[config.mk]
export PLATFORM = sky130hd
export DESIGN_NAME = ccpr_responder
export DESIGN_NICKNAME = d
export VERILOG_FILES = /design/src/ccpr_pkg.sv /design/src/ccpr_responder.sv
export VERILOG_INCLUDE_DIRS = /design/src
export SDC_FILE = /design/constraint.sdc
export NUM_CORES = 1
export LEC_CHECK = 0
export CORE_MARGIN = 10
export CORE_UTILIZATION = 55
export DETAILED_ROUTE_END_ITERATION = 6
export DONT_BUFFER_PORTS = 1
export HOLD_SLACK_MARGIN = 0.15
export PLACE_DENSITY = 0.7
export SYNTH_ARGS = -nofsm -noshare
export SYNTH_HDL_FRONTEND = slang
export SYNTH_SLANG_ARGS = --single-unit
export TNS_END_PERCENT = 10
[constraint.sdc]
create_clock -name clk_sys_i -period 2.1 [get_ports clk_sys_i]
set_input_delay 0.63 -clock clk_sys_i [delete_from_list [all_inputs] [get_ports clk_sys_i]]
set_output_delay 0.63 -clock clk_sys_i [all_outputs]
set_load 0.02 [all_outputs]
[src/ccpr_defines.svh]
// Constants for the capability parameter responder
`ifndef CCPR_DEFINES_SVH
`define CCPR_DEFINES_SVH
// ==========================================================
// Link framing
`define CCPR_CMD_BITS      6'd40
`define CCPR_RSP_BITS      6'd36
`define CCPR_VERB_GET_PARM 12'hf00
// ==========================================================
// Parameter identifiers
`define CCPR_PID_WIDGET    8'h09
`define CCPR_PID_SIZE_RATE 8'h0a
`define CCPR_PID_STREAM    8'h0b
`define CCPR_PID_PIN       8'h0c
`define CCPR_PID_IN_AMP    8'h0d
`define CCPR_PID_CONN_LEN  8'h0e
`define CCPR_PID_POWER     8'h0f
`define CCPR_PID_OUT_AMP   8'h12
// ==========================================================
// Node identifiers
`define CCPR_NID_GROUP     8'h01
`define CCPR_NID_DAC_LO    8'h03
`define CCPR_NID_DAC_HI    8'h06
`define CCPR_NID_ADC       8'h08
`define CCPR_NID_PIN       8'h0c
`define CCPR_NID_MIXER     8'h15
// ==========================================================
// Widget capability bits
`define CCPR_WC_STEREO     0
`define CCPR_WC_IN_AMP     1
`define CCPR_WC_OUT_AMP    2
`define CCPR_WC_AMP_OVR    3
`define CCPR_WC_FMT_OVR    4
`define CCPR_WC_PROC       6
// ==========================================================
// Size and rate bits
`define CCPR_SZ_8          16
`define CCPR_SZ_16         17
`define CCPR_SZ_20         18
`define CCPR_SZ_24         19
`define CCPR_SZ_32         20
`define CCPR_RT_44K1       5
`define CCPR_RT_48K        6
`define CCPR_RT_96K        8
// ==========================================================
// Stream format, pin, list and power fields
`define CCPR_SF_PCM        0
`define CCPR_SF_FLOAT      1
`define CCPR_SF_COMP       2
`define CCPR_PIN_BIAS_LSB  8
`define CCPR_PIN_BIAS      8'h37
`define CCPR_PIN_FLAGS     8'h3c
`define CCPR_CL_LONG       7
`define CCPR_PS_ALL        4'hf
// ==========================================================
// Amplifier word fields
`define CCPR_AMP_MUTE      31
`define CCPR_AMP_SIZE_LSB  16
`define CCPR_AMP_STEP_LSB  8
`define CCPR_AMP_SIZE      7'h05
`define CCPR_AMP_STEPS     7'h1f
`define CCPR_AMP_OFFSET    7'h17
`endif

[src/ccpr_pkg.sv]
// Types for the capability parameter responder
package ccpr_pkg;
  typedef struct packed {
    logic [7:0]  rsvd;
    logic [3:0]  cad;
    logic [7:0]  nid;
    logic [11:0] verb;
    logic [7:0]  pid;
  } ccpr_cmd_t;

  typedef struct packed {
    logic        valid;
    logic        unsol;
    logic [1:0]  rsvd;
    logic [31:0] payload;
  } ccpr_rsp_t;

  typedef enum logic [1:0] {
    RX_IDLE  = 2'b00,
    RX_SHIFT = 2'b01
  } ccpr_rx_state_t;

  typedef enum logic [1:0] {
    TX_IDLE  = 2'b00,
    TX_SHIFT = 2'b01
  } ccpr_tx_state_t;
endpackage : ccpr_pkg

[src/ccpr_responder.sv]
// Capability parameter responder on the serial audio link
//
// Operation
// - Get-parameter verb, low byte picks parameter
// - Unsupported parameter answers all zeros
// - Answer next frame, valid set, unsolicited clear
// - Content chosen by parameter identifier
// - Widget bit 0 marks stereo
// - Bit 6 processing control, bit 5 zero
// - Bit 4 sends host to converter format
// - Bits 3,2,1 amp override, out, in
// - Group defaults, override converters answer own
// - DACs report 16/20/24 bit, 48/96 kHz
// - Size bits 20..16, upper bits zero
// - Rate bits 11..0, bits 15..12 zero
// - Stream formats in bits 2..0 only
// - Only pin widgets answer pin capabilities
// - Bias levels in pin bits 15..8
// - Pin flag bits 6..0
// - Input amp 0Dh, output amp 12h
// - Amp word mute, size, steps, offset fields
// - Step size in quarter-decibel units
// - Zero steps means fixed gain
// - List form bit 7, length bits 6..0
// - Power bits 3..1 for D3, D2, D1
// - Power bit 0 for D0
`timescale 1ns/1ps
`include "ccpr_defines.svh"

module ccpr_responder #(
  parameter int CODEC_ADDR = 0
) (
  input  wire logic clk_sys_i,    // System clock, 125 MHz
  input  wire logic rst_n_i,      // Synchronous reset, active low
  input  wire logic link_clk_i,   // Link bit clock pin
  input  wire logic frame_sync_i, // Frame start marker pin
  input  wire logic cmd_sdata_i,  // Command serial data pin
  output logic      rsp_sdata_o,  // Response serial data
  output logic      rsp_oe_n_o    // Response drive enable, low drives
);

  // ==========================================================
  // Elaboration check
  if (CODEC_ADDR < 0 || CODEC_ADDR > 15) begin : g_addr_chk
    $error("CODEC_ADDR must fit in four bits");
  end

  localparam logic [3:0] CAD = 4'(CODEC_ADDR);

  // ==========================================================
  // Capability tables
  function automatic logic [31:0] amp_word(input logic mute,
                                           input logic [6:0] steps);
    logic [31:0] w;
    w = 32'h0;
    w[`CCPR_AMP_MUTE] = mute;
    // Step size counts quarter decibels less one: 5 gives 1.5 dB
    w[`CCPR_AMP_SIZE_LSB +: 7] = `CCPR_AMP_SIZE;
    w[`CCPR_AMP_STEP_LSB +: 7] = steps;
    w[6:0] = (steps == 7'h0) ? 7'h0 : `CCPR_AMP_OFFSET;
    return w;
  endfunction : amp_word

  function automatic logic [31:0] size_rate(input logic wide);
    logic [31:0] w;
    w = 32'h0;
    w[`CCPR_SZ_16]  = 1'b1;
    w[`CCPR_SZ_20]  = wide;
    w[`CCPR_SZ_24]  = wide;
    w[`CCPR_RT_48K] = 1'b1;
    w[`CCPR_RT_96K] = 1'b1;
    return w;
  endfunction : size_rate

  function automatic logic [31:0] widget_caps(input logic [6:0] flags);
    logic [31:0] w;
    w = 32'h0;
    w[6:0] = flags;
    w[5] = 1'b0;
    return w;
  endfunction : widget_caps

  // Fixed per node, no state: queries never disturb each other
  function automatic logic [31:0] caps_lookup(input logic [7:0] nid,
                                              input logic [7:0] pid);
    logic [31:0] w;
    logic        dac;
    w   = 32'h0;
    dac = (nid >= `CCPR_NID_DAC_LO) && (nid <= `CCPR_NID_DAC_HI);
    if (nid == `CCPR_NID_GROUP) begin
      unique case (pid)
        `CCPR_PID_SIZE_RATE: w = size_rate(1'b0);
        `CCPR_PID_STREAM:    w = 32'h1 << `CCPR_SF_PCM;
        `CCPR_PID_IN_AMP:    w = amp_word(1'b1, 7'h0);
        `CCPR_PID_OUT_AMP:   w = amp_word(1'b1, `CCPR_AMP_STEPS);
        `CCPR_PID_POWER:     w = {28'h0, `CCPR_PS_ALL};
        default:             w = 32'h0;
      endcase
    end else if (dac) begin
      unique case (pid)
        `CCPR_PID_WIDGET:    w = widget_caps(7'h1d);
        `CCPR_PID_SIZE_RATE: w = size_rate(1'b1);
        `CCPR_PID_STREAM:    w = 32'h1 << `CCPR_SF_PCM;
        `CCPR_PID_OUT_AMP:   w = amp_word(1'b0, `CCPR_AMP_STEPS);
        `CCPR_PID_POWER:     w = {28'h0, `CCPR_PS_ALL};
        default:             w = 32'h0;
      endcase
    end else if (nid == `CCPR_NID_ADC) begin
      unique case (pid)
        `CCPR_PID_WIDGET:    w = widget_caps(7'h1b);
        `CCPR_PID_SIZE_RATE: w = size_rate(1'b0);
        `CCPR_PID_STREAM:    w = 32'h1 << `CCPR_SF_PCM;
        `CCPR_PID_IN_AMP:    w = amp_word(1'b1, `CCPR_AMP_STEPS);
        `CCPR_PID_CONN_LEN:  w = 32'h6;
        `CCPR_PID_POWER:     w = {28'h0, `CCPR_PS_ALL};
        default:             w = 32'h0;
      endcase
    end else if (nid == `CCPR_NID_PIN) begin
      unique case (pid)
        `CCPR_PID_WIDGET:    w = widget_caps(7'h45);
        `CCPR_PID_PIN:       w = {16'h0, `CCPR_PIN_BIAS, `CCPR_PIN_FLAGS};
        `CCPR_PID_CONN_LEN:  w = 32'h1;
        default:             w = 32'h0;
      endcase
    end else if (nid == `CCPR_NID_MIXER) begin
      unique case (pid)
        `CCPR_PID_WIDGET:    w = widget_caps(7'h0b);
        `CCPR_PID_IN_AMP:    w = amp_word(1'b1, `CCPR_AMP_STEPS);
        `CCPR_PID_CONN_LEN:  w = 32'h2;
        default:             w = 32'h0;
      endcase
    end
    return w;
  endfunction : caps_lookup

  // ==========================================================
  // Pin synchronisers
  logic [1:0] clk_sync_reg;
  logic [1:0] fs_sync_reg;
  logic [1:0] sd_sync_reg;
  logic       clk_last_reg;
  logic       link_rise;

  always_ff @(posedge clk_sys_i) begin
    if (!rst_n_i) begin
      clk_sync_reg <= 2'b00;
      fs_sync_reg  <= 2'b00;
      sd_sync_reg  <= 2'b00;
      clk_last_reg <= 1'b0;
    end else begin
      clk_sync_reg <= {clk_sync_reg[0], link_clk_i};
      fs_sync_reg  <= {fs_sync_reg[0], frame_sync_i};
      sd_sync_reg  <= {sd_sync_reg[0], cmd_sdata_i};
      clk_last_reg <= clk_sync_reg[1];
    end
  end

  assign link_rise = clk_sync_reg[1] & ~clk_last_reg;

  wire logic sync_seen = link_rise & fs_sync_reg[1];

  // ==========================================================
  // Command receiver
  ccpr_pkg::ccpr_rx_state_t rx_state_reg;
  logic [39:0]              cmd_shift_reg;
  logic [5:0]               rx_cnt_reg;
  ccpr_pkg::ccpr_cmd_t      cmd_next;

  assign cmd_next = ccpr_pkg::ccpr_cmd_t'({cmd_shift_reg[38:0], sd_sync_reg[1]});

  wire logic cmd_done = (rx_state_reg == ccpr_pkg::RX_SHIFT) && link_rise &&
                        (rx_cnt_reg == `CCPR_CMD_BITS - 6'd1);

  always_ff @(posedge clk_sys_i) begin
    if (!rst_n_i) begin
      rx_state_reg  <= ccpr_pkg::RX_IDLE;
      rx_cnt_reg    <= 6'd0;
      cmd_shift_reg <= 40'h0;
    end else if (sync_seen) begin
      rx_state_reg <= ccpr_pkg::RX_SHIFT;
      rx_cnt_reg   <= 6'd0;
    end else if (link_rise && rx_state_reg == ccpr_pkg::RX_SHIFT) begin
      cmd_shift_reg <= cmd_next;
      rx_cnt_reg    <= rx_cnt_reg + 6'd1;
      if (cmd_done) begin
        rx_state_reg <= ccpr_pkg::RX_IDLE;
      end
    end
  end

  // ==========================================================
  // Answer selection
  logic        pend_reg;
  logic [31:0] answer_reg;

  always_ff @(posedge clk_sys_i) begin
    if (!rst_n_i) begin
      pend_reg   <= 1'b0;
      answer_reg <= 32'h0;
    end else if (cmd_done && cmd_next.cad == CAD) begin
      pend_reg <= 1'b1;
      // Any other verb is outside this block and answers zero
      answer_reg <= (cmd_next.verb == `CCPR_VERB_GET_PARM) ?
                    caps_lookup(cmd_next.nid, cmd_next.pid) : 32'h0;
    end else if (sync_seen) begin
      pend_reg <= 1'b0;
    end
  end

  // ==========================================================
  // Response transmitter
  ccpr_pkg::ccpr_tx_state_t tx_state_reg;
  logic [35:0]              tx_shift_reg;
  logic [5:0]               tx_cnt_reg;
  ccpr_pkg::ccpr_rsp_t      rsp_load;

  always_comb begin
    rsp_load         = '0;
    rsp_load.valid   = 1'b1;
    rsp_load.unsol   = 1'b0;
    rsp_load.payload = answer_reg;
  end

  always_ff @(posedge clk_sys_i) begin
    if (!rst_n_i) begin
      tx_state_reg <= ccpr_pkg::TX_IDLE;
      tx_shift_reg <= 36'h0;
      tx_cnt_reg   <= 6'd0;
    end else if (sync_seen && pend_reg) begin
      tx_state_reg <= ccpr_pkg::TX_SHIFT;
      tx_shift_reg <= rsp_load;
      tx_cnt_reg   <= 6'd0;
    end else if (link_rise && tx_state_reg == ccpr_pkg::TX_SHIFT) begin
      tx_shift_reg <= {tx_shift_reg[34:0], 1'b0};
      tx_cnt_reg   <= tx_cnt_reg + 6'd1;
      if (tx_cnt_reg == `CCPR_RSP_BITS - 6'd1) begin
        tx_state_reg <= ccpr_pkg::TX_IDLE;
      end
    end
  end

  assign rsp_sdata_o = (tx_state_reg == ccpr_pkg::TX_SHIFT) & tx_shift_reg[35];
  assign rsp_oe_n_o  = (tx_state_reg != ccpr_pkg::TX_SHIFT);

  // ==========================================================
  // Assertions
  wire logic get_cmd = cmd_done && cmd_next.cad == CAD &&
                       cmd_next.verb == `CCPR_VERB_GET_PARM;

  property p_other_verb_zero;
    @(posedge clk_sys_i) disable iff (!rst_n_i)
      cmd_done && cmd_next.cad == CAD && cmd_next.verb != `CCPR_VERB_GET_PARM
      |=> answer_reg == 32'h0;
  endproperty
  a_other_verb_zero: assert property (p_other_verb_zero)
    else $error("Non get verb gave nonzero answer");

  property p_unknown_pid_zero;
    @(posedge clk_sys_i) disable iff (!rst_n_i)
      get_cmd && cmd_next.pid > `CCPR_PID_OUT_AMP |=> answer_reg == 32'h0;
  endproperty
  a_unknown_pid_zero: assert property (p_unknown_pid_zero)
    else $error("Unsupported parameter gave nonzero answer");

  property p_first_bit_valid;
    @(posedge clk_sys_i) disable iff (!rst_n_i)
      sync_seen && pend_reg |=> !rsp_oe_n_o && rsp_sdata_o;
  endproperty
  a_first_bit_valid: assert property (p_first_bit_valid)
    else $error("Response did not open with valid bit");

  property p_unsol_clear;
    @(posedge clk_sys_i) disable iff (!rst_n_i)
      sync_seen && pend_reg |=> !tx_shift_reg[34] && tx_shift_reg[33:32] == 2'b00;
  endproperty
  a_unsol_clear: assert property (p_unsol_clear)
    else $error("Unsolicited flag set on solicited answer");

  property p_no_drive_unpended;
    @(posedge clk_sys_i) disable iff (!rst_n_i)
      sync_seen && !pend_reg && tx_state_reg == ccpr_pkg::TX_IDLE |=> rsp_oe_n_o;
  endproperty
  a_no_drive_unpended: assert property (p_no_drive_unpended)
    else $error("Drove response with nothing pending");

  property p_dac_rates;
    @(posedge clk_sys_i) disable iff (!rst_n_i)
      get_cmd && cmd_next.nid == `CCPR_NID_DAC_LO &&
      cmd_next.pid == `CCPR_PID_SIZE_RATE |=> answer_reg == 32'h000e0140;
  endproperty
  a_dac_rates: assert property (p_dac_rates)
    else $error("Converter size and rate word wrong");

  property p_pin_only;
    @(posedge clk_sys_i) disable iff (!rst_n_i)
      get_cmd && cmd_next.pid == `CCPR_PID_PIN && cmd_next.nid != `CCPR_NID_PIN
      |=> answer_reg == 32'h0;
  endproperty
  a_pin_only: assert property (p_pin_only)
    else $error("Non pin widget answered pin capabilities");

  property p_power_word;
    @(posedge clk_sys_i) disable iff (!rst_n_i)
      get_cmd && cmd_next.nid == `CCPR_NID_GROUP &&
      cmd_next.pid == `CCPR_PID_POWER |=> answer_reg == 32'h0000000f;
  endproperty
  a_power_word: assert property (p_power_word)
    else $error("Power state word wrong");

  property p_stable_answer;
    @(posedge clk_sys_i) disable iff (!rst_n_i)
      pend_reg && !cmd_done |=> $stable(answer_reg);
  endproperty
  a_stable_answer: assert property (p_stable_answer)
    else $error("Pending answer changed");

  property p_release_after;
    @(posedge clk_sys_i) disable iff (!rst_n_i)
      link_rise && tx_state_reg == ccpr_pkg::TX_SHIFT &&
      tx_cnt_reg == 6'd35 && !(sync_seen && pend_reg) |=> rsp_oe_n_o;
  endproperty
  a_release_after: assert property (p_release_after)
    else $error("Response held past 36 bits");

  property p_widget_reserved;
    @(posedge clk_sys_i) disable iff (!rst_n_i)
      get_cmd && cmd_next.pid == `CCPR_PID_WIDGET
      |=> answer_reg[31:7] == 25'h0 && !answer_reg[5];
  endproperty
  a_widget_reserved: assert property (p_widget_reserved)
    else $error("Widget word reserved bits set");

  property p_size_rate_reserved;
    @(posedge clk_sys_i) disable iff (!rst_n_i)
      get_cmd && cmd_next.pid == `CCPR_PID_SIZE_RATE
      |=> answer_reg[31:21] == 11'h0 && answer_reg[15:12] == 4'h0;
  endproperty
  a_size_rate_reserved: assert property (p_size_rate_reserved)
    else $error("Size and rate reserved bits set");

  property p_stream_reserved;
    @(posedge clk_sys_i) disable iff (!rst_n_i)
      get_cmd && cmd_next.pid == `CCPR_PID_STREAM
      |=> answer_reg[31:3] == 29'h0;
  endproperty
  a_stream_reserved: assert property (p_stream_reserved)
    else $error("Stream format reserved bits set");

  property p_pin_reserved;
    @(posedge clk_sys_i) disable iff (!rst_n_i)
      get_cmd && cmd_next.nid == `CCPR_NID_PIN && cmd_next.pid == `CCPR_PID_PIN
      |=> answer_reg[31:14] == 18'h0 && !answer_reg[11] && !answer_reg[7];
  endproperty
  a_pin_reserved: assert property (p_pin_reserved)
    else $error("Pin word reserved bits set");

  c_get_param: cover property (@(posedge clk_sys_i) disable iff (!rst_n_i) get_cmd);
  c_answer_sent: cover property (@(posedge clk_sys_i) disable iff (!rst_n_i)
    sync_seen && pend_reg);
  c_pin_query: cover property (@(posedge clk_sys_i) disable iff (!rst_n_i)
    get_cmd && cmd_next.pid == `CCPR_PID_PIN);

endmodule : ccpr_responder

# Word level (Yosys, flattened, before mapping)
# Cells that the tools add are included.
# word_totals
register_bits	121
input_bits	5
output_inout_bits	2
elab_cells	77
# classes
addsub	2
order_cmp	2
eq_ne	15
mux	21
n_bitwise	7
reduce_logical	17
# op_table
operator	n
$mux 32	6
$pmux 32 s6	1
$pmux 32 s5	1
$pmux 20 s5	1
$pmux 32 s3	1
$eq 8x4->1 const B	9
$mux 36	2
$pmux 14 s3	1
$eq 8x5->1 const B	2
$add 6x1->6 const B	2
$eq 12x12->1 const B	1
$eq 6x6->1 const B	2
$reduce_bool 2->1	5
$eq 8x1->1 const B	1
$ge 8x2->1 const B	1
$le 8x3->1 const B	1
$mux 1	8
$logic_and 1x1->1	6
$reduce_and 2->1	3
$logic_not 4->1	1
$not 1->1	4
$reduce_or 2->1	2
$and 1x1->1	3

# Longest topological paths before layout
# Gate-level depths: netlist of the first run.
# depth
ltp_word	8
mapped_depth	8

# Worst setup path before layout of the first run
# No wires, ideal clock.
# synth_path
path_type	register -> register
from	reg rx_cnt_reg[0]
to	reg answer_reg[19]
setup_time_ps	70
arrival_time_ps	1701
required_time_ps	2030
path_slack_ps	329
path_stages_with_launch	7
n_path_buf	0
period_less_slack_ps	1771
path_cell_list	dfxtp_1 -> ha_1 -> and4bb_1 -> nand4_4 -> nor3_4 -> or3b_1 -> a21oi_1
# synth_between
elab_chain_cells	3
# synth_rtl
item	line_no	rtl
from (decl)	ccpr_responder.sv:166	logic [5:0] rx_cnt_reg;
from (signal assigned)	ccpr_responder.sv:184	rx_cnt_reg <= rx_cnt_reg + 6'd1;
$eq 6x6->1	ccpr_responder.sv:172	(rx_cnt_reg == `CCPR_CMD_BITS - 6'd1);
$logic_and 1x1->1	ccpr_responder.sv:171	wire logic cmd_done = (rx_state_reg == ccpr_pkg::RX_SHIFT) && link_rise &&
$logic_and 1x1->1	n/a	
to (signal assigned)	ccpr_responder.sv:203	answer_reg <= (cmd_next.verb == `CCPR_VERB_GET_PARM) ?
to (decl)	ccpr_responder.sv:194	logic [31:0] answer_reg;
# Every way passes these cells.
# A chain may end at the register's enable or synchronous reset.

# Worst setup path after layout of the first run
# layout_path
from	reg cmd_shift_reg[22]
to	reg answer_reg[8]
# layout_between
elab_chain_cells	7
elab_cells_between_ends	13
cone_classes	2 x order compare; 4 x eq/ne; 6 x mux; 1 x reduce/logical
# layout_rtl
item	line_no	rtl
from (decl)	ccpr_responder.sv:165	logic [39:0] cmd_shift_reg;
from (signal assigned)	ccpr_responder.sv:183	cmd_shift_reg <= cmd_next;
$eq 8x5->1 (no source line)	n/a	
$mux 32	ccpr_responder.sv:125	end else if (nid == `CCPR_NID_MIXER) begin
$mux 32	ccpr_responder.sv:118	end else if (nid == `CCPR_NID_PIN) begin
$mux 32	ccpr_responder.sv:108	end else if (nid == `CCPR_NID_ADC) begin
$mux 32	ccpr_responder.sv:99	end else if (dac) begin
$mux 32 (*)	ccpr_responder.sv:90	if (nid == `CCPR_NID_GROUP) begin
$mux 32 (*)	ccpr_responder.sv:203	
# Every way passes the cells marked *; elsewhere a longest branch is shown, timed or not.

==> results.json, run 1 <==
{
  "status": "finished, final reports clean",
  "maxCapViolations": 0,
  "drcViolationCount": 0,
  "period_share": 0.9215,
  "ys_seq_area_frac": 0.4618,
  "grt_pass1_vias": 3409,
  "nNetsFinal": 564,
  "first_pass_iters": 6,
  "worstSetupPathType": "register to register",
  "syn2layout_area_growth_pct": 8.410,
  "fillers": 715,
  "largest_reg_flops": 36,
  "clk_latency_ps": 360,
  "async_flop_share": 0,
  "synth_seq_cells": 104,
  "final_cell_mix": "nand2_1, dfxtp_1, a21oi_1, nor2_1, buf_4",
  "hold_viol_final": 0,
  "num_antenna_cells": 0,
  "grt_max_degree": 39,
  "grt_overflow": 0,
  "p_seq_frac": 0.553,
  "rows": 32,
  "core_area_um2": 7848,
  "report.final.slew_viol_count": 0,
  "grt_antenna_before_repair": 0,
  "p_leak_nw": 1.653,
  "final_common_cell": "nand2_1",
  "die_height_um": 110.5,
  "drt-initial-drc-count": 250,
  "wl_um": 9293,
  "place_congestion": 0.9635,
  "portBuffers": 0,
  "tritoncts": "done",
  "vias_per_cell": 5.622,
  "cts_setup_buffers": 0,
  "multi_input_area_um2": 2281,
  "combPwrFrac": 0.013,
  "synth_top_area_cell": "dfxtp_1",
  "syn_area_per_cell_um2": 7.965,
  "synthDistinctLibCells": 58,
  "netlist.area_leader.share": 0.4618,
  "startpoint_type": "register",
  "syn_area_um2": 4508,
  "internal_power_mw": 2.892,
  "initial_core_util": 0.5745,
  "rr_worst_depth": 5,
  "hp-start": "rst_n_i",
  "dieArea_um2": 12220,
  "root_buffer": "clkbuf_8",
  "endpoint_kind": "register",
  "rsz0062_at_grt": "true",
  "reg2reg_from": "cmd_shift_reg[22]$_SDFFE_PN0P_",
  "min_to": "fs_sync_reg[1]$_SDFF_PN0_",
  "reg2reg_slack_ps": 160,
  "cts.sinks": 104,
  "chipWidth_um": 110.5,
  "drive_above_1_share": 0.08214,
  "num_vias": 3722,
  "required_ps": 2380,
  "p_per_area_nw_per_um2": 733.8,
  "layout_setup_ws_ps": 164.9,
  "arrival_ps": 2210,
  "finalCriticalPeriod_ps": 1935,
  "peakVddDrop_v": 0.0004374,
  "syn-instance-count": 566,
  "synth.area.top_cells": "dfxtp_1, nand2_1, a21oi_1",
  "cts.clk_slew.worst_paths_ps": 90,
  "fmax_mhz": 516.8,
  "crit_fanout": 9,
  "numCtsBuffers": 9,
  "hpwl_um": 6382,
  "p_switching_mw": 0.6943,
  "fin_tns_setup_ps": 0,
  "htree_num_levels": 3,
  "grtUsageTotal": 0.1469,
  "register_area_um2": 2082,
  "clockBufferDepth": 2,
  "slew_headroom": 0.6773,
  "hold_depth": 1,
  "grt_pass1_wl_um": 15790,
  "ys_dominant_reg_cell": "dfxtp_1",
  "finClkSkew_ps": 11.50,
  "r2r-end": "answer_reg[8]$_SDFFE_PN0P_",
  "min-delay-path-class": "input pin to register",
  "ios": 7,
  "yosys_warnings": 0,
  "synth_fp_nets": 573,
  "synth_edf_count": 0,
  "switching_share": 0.1936,
  "p_clk_frac": 0.434,
  "place_ws_ps": 167.9,
  "postRouteAntennaNets": 0,
  "setup_viol": 0,
  "worst_pin_slew_ps": 471.9,
  "drt-wirelength-per-cell_um": 14.04
}
==> cell families after synthesis <==
logic type               Yosys count  synth area share
XOR/XNOR                          12           0.02331
flip-flops                       104            0.4618
AND/OR/NAND/NOR                  291            0.3170
buffers and inverters             39           0.03414
AO/OA/AOI/OAI                    118            0.1582
adder cells (fa/ha/maj)            2          0.005550
==> cell type report <==
class | count | share of cell area
Timing Repair Buffer | 16 | 0.02714
Inverter | 3 | 0.002304
Sequential cell | 104 | 0.4260
Clock inverter | 5 | 0.02637
Tap cell | 102 | 0.02611
Clock buffer | 9 | 0.02535
Multi-Input combinational cell | 423 | 0.4667
==> cell usage after synthesis, drive strengths merged, types with 3 or more instances <==
cell / number
o211ai: 3
a311oi: 12
nor4: 10
nor3b: 4
a21oi: 64
buf: 7
and3b: 3
nor4b: 4
a31oi: 8
xor2: 8
nand2: 174
and3: 4
clkbuf: 29
dfxtp: 104
and2: 12
nand3: 14
inv: 3
o31ai: 3
o21ai: 14
nand4: 9
nor2: 38
xnor2: 4
nor2b: 4
==> worst max-delay path: stages, from the launching register on <==
cell and delay [ps]:
dfxtp_1 530, nor3b_1 360, nand3_1 230, nor4_4 400, a211oi_1 120, o31ai_2 220
==> metrics by stage <==
stage	total power [mW]	cell area [µm²]	std cells	hold WS, ps	util
3_5_place_dp	2.076	4628	648	416.9	0.5898
3_3_place_gp	2.075	4628	648	413.5	0.5898
6_report	3.586	4887	662	390.2	0.6228
5_1_grt	3.694	4887	662	382.9	0.6228
4_1_cts	3.618	4881	662	376.3	0.6220
2_1_floorplan	2.066	4508	566	411.9	-
==> worst max path at each step <==
stage                                         from                     endpoint  slack, ps
finish              cmd_shift_reg[22]$_SDFFE_PN0P_   answer_reg[8]$_SDFFE_PN0P_        160
CTS                     rx_cnt_reg[0]$_SDFFE_PP0P_  answer_reg[19]$_SDFFE_PN0P_        110
floorplan               rx_cnt_reg[0]$_SDFFE_PP0P_  answer_reg[19]$_SDFFE_PN0P_        330
global route        cmd_shift_reg[22]$_SDFFE_PN0P_   answer_reg[8]$_SDFFE_PN0P_       -0.5
detailed placement      rx_cnt_reg[0]$_SDFFE_PP0P_  answer_reg[19]$_SDFFE_PN0P_        170
global placement        rx_cnt_reg[0]$_SDFFE_PP0P_  answer_reg[19]$_SDFFE_PN0P_        240
==> per-layer routing <==
layer,part of all wire,GRT usage,up-vias
li1,-,-,1924
met1,0.46,0.1822,1723
met2,0.48,0.2433,65
met3,0.041,0.03944,10
met4,0.010,0.04145,0
met5,0,0,-
==> repair_timing <==
item	4_1_cts	5_1_grt
hold buffers	0	0
resized for setup	0	1
endpoints found under the setup margin	0	2
==> power by group through the flow <==
stage / clock (mW) / sequential (mW) / combinational [mW]
2_1_floorplan: 0 / 2.02 / 0.0410
3_3_place_gp: 0 / 2.03 / 0.0471
3_5_place_dp: 0 / 2.03 / 0.0480
4_1_cts: 1.59 / 1.98 / 0.0484
5_1_grt: 1.66 / 1.98 / 0.0532
6_report: 1.56 / 1.98 / 0.0475
No activity file was read; power rests on OpenSTA's default activity.
==> inputs of run 2 (changes only) <==
--- a/config.mk
+++ b/config.mk
@@ -10,6 +10,7 @@
 export CORE_UTILIZATION = 55
 export DETAILED_ROUTE_END_ITERATION = 6
 export DONT_BUFFER_PORTS = 1
+export GPL_TIMING_DRIVEN = 0
 export HOLD_SLACK_MARGIN = 0.15
 export PLACE_DENSITY = 0.7
 export SYNTH_ARGS = -nofsm -noshare
==> results.json, run 2 (synthesis results as in run 1) <==
{
  "status": "finished, final reports clean",
  "utilization": 0.6213,
  "grt_max_degree": 19,
  "reg2reg_slack_ps": 180,
  "drive_above_1_share": 0.07719,
  "slew_headroom": 0.5225,
  "switching_share": 0.2307,
  "postRouteAntennaNets": 0,
  "place_congestion": 0.8495,
  "startpoint_type": "register",
  "cts.clk_slew.worst_paths_ps": 100,
  "final_common_cell": "nand2_1",
  "slowest_stage": "or3b_1",
  "syn2layout_area_growth_pct": 8.160,
  "chipWidth_um": 110.5,
  "maxCapViolations": 0,
  "grt_antenna_before_repair": 0,
  "drt-wirelength-per-cell_um": 14.18,
  "rsz0062_at_grt": "false",
  "worstSetupPathType": "register to register",
  "first_pass_iters": 6,
  "worst_pin_slew_ps": 706.2,
  "grtUsageTotal": 0.1570,
  "layout_setup_ws_ps": 176.8,
  "finalCriticalPeriod_ps": 1923,
  "period_share": 0.9158,
  "num_antenna_cells": 0,
  "crit_end": "answer_reg[19]$_SDFFE_PN0P_",
  "reg2reg_from": "rx_cnt_reg[1]$_SDFFE_PP0P_",
  "peakVddDrop_v": 0.0005009,
  "clockBufferDepth": 2,
  "tritoncts": "done",
  "required_ps": 2400,
  "portBuffers": 0,
  "internal_power_mw": 2.505,
  "crit_fanout": 9,
  "final_cell_mix": "nand2_1, dfxtp_1, a21oi_1, nor2_1, clkbuf_1",
  "dieArea_um2": 12220,
  "numCtsBuffers": 9,
  "grt_overflow": 0,
  "nNetsFinal": 585,
  "htree_num_levels": 3,
  "vias_per_cell": 5.610,
  "ios": 7,
  "drt-initial-drc-count": 162,
  "num_vias": 3843,
  "drcViolationCount": 0,
  "min-delay-path-class": "input pin to register",
  "largest_reg_flops": 36,
  "place_ws_ps": 106.8,
  "cts.sinks": 104,
  "hold_viol_final": 0,
  "p_seq_frac": 0.608,
  "rows": 32,
  "p_switching_mw": 0.7510,
  "rr_worst_depth": 6,
  "r2r-end": "answer_reg[19]$_SDFFE_PN0P_",
  "cp-startpoint": "rx_cnt_reg[1]$_SDFFE_PP0P_",
  "grt_pass1_wl_um": 16770,
  "crit_chain": "ha_1, and4bb_2, nand4_4, nor3_4, or3b_1, a21oi_1",
  "p_leak_nw": 1.628,
  "fmax_mhz": 520.0,
  "setup_viol": 0,
  "die_height_um": 110.5,
  "endpoint_kind": "register",
  "arrival_ps": 2220,
  "root_buffer": "clkbuf_8",
  "core_area_um2": 7848,
  "finClkSkew_ps": 10.36,
  "clk_latency_ps": 360,
  "p_clk_frac": 0.374,
  "report.final.slew_viol_count": 0,
  "wl_um": 9714,
  "grt_pass1_vias": 3582,
  "initial_core_util": 0.5745,
  "cpPeakStageDelay_ps": 380,
  "combPwrFrac": 0.018,
  "hpwl_um": 7116,
  "fin_tns_setup_ps": 0,
  "p_per_area_nw_per_um2": 667.7
}
==> run 2: cell count changes in the layout (fill, tap and decap cells not counted), moves of 2 or more <==
cell,change
buf_1,+2
bufinv_16,-4
clkbuf_1,+25
clkinv_4,+2
clkbuf_8,+2
buf_2,+6
clkbuf_2,+3
buf_4,-14
==> run 2: worst min path at each step <==
| stage | endpoint | from | slack (ps) | cells past startpoint |
|---|---|---|---|---|
| final | clk_sync_reg[0]$_SDFF_PN0_ | link_clk_i | 390 | 1 |
| after global routing | clk_sync_reg[0]$_SDFF_PN0_ | link_clk_i | 380 | 1 |
| after CTS | clk_sync_reg[0]$_SDFF_PN0_ | link_clk_i | 380 | 1 |
| after detailed placement | clk_sync_reg[1]$_SDFF_PN0_ | clk_sync_reg[0]$_SDFF_PN0_ | 420 | 1 |
| after global placement | fs_sync_reg[1]$_SDFF_PN0_ | fs_sync_reg[0]$_SDFF_PN0_ | 420 | 1 |
| after floorplan | clk_sync_reg[1]$_SDFF_PN0_ | clk_sync_reg[0]$_SDFF_PN0_ | 410 | 1 |
==> run 2: final cells by class <==
| type | count | area, µm² |
|---|---|---|
| well taps | 102 | 127.6 |
| plain buffers | 36 | 146.4 |
| repair buffers | 1 | 7.507 |
| multi-input cells | 423 | 2298 |
| clock inverters | 5 | 50.05 |
| clock buffers | 11 | 151.4 |
| fillers | 713 | 2972 |
| inverters | 3 | 11.26 |
| flip-flops and latches | 104 | 2083 |
==> run 2: per-layer routing <==
metal	vias up	GRT usage	wire, µm
li1	1966	-	-
met1	1807	0.1928	4422
met2	60	0.2727	4887
met3	10	0.03079	296
met4	0	0.03972	108
met5	-	0	0
==> run 2: metrics by stage <==
stage | cell area (µm²) | hold WS (ps) | cells | power (mW)
floorplan | 4508 | 411.9 | 566 | 2.066
global placement | 4636 | 418.2 | 668 | 2.082
detailed placement | 4636 | 418.8 | 668 | 2.083
CTS | 4837 | 383.2 | 684 | 3.284
global route | 4876 | 377.3 | 685 | 3.369
finish | 4876 | 393.1 | 685 | 3.256
==> run 2: power by group through the flow <==
stage | Sequential [mW] | Combinational [mW] | Clock [mW]
floorplan | 2.02 | 0.0410 | 0
global placement | 2.03 | 0.0565 | 0
detailed placement | 2.03 | 0.0573 | 0
CTS | 1.98 | 0.0578 | 1.25
global route | 1.98 | 0.0650 | 1.32
finish | 1.98 | 0.0581 | 1.22
==> run 2: critical path, delay by kind of cell (launching register included) <==
family,cells,cell delay [ps]
AO/OA/AOI/OAI,1,120
adder cells (fa/ha/maj),1,200
flip-flops,1,360
AND/OR/NAND/NOR,4,1180
==> run 2: timing repair <==
action	CTS	global route
resized for setup	0	12
hold buffers	0	0
endpoints found under the setup margin	0	21
buffers inserted	0	1
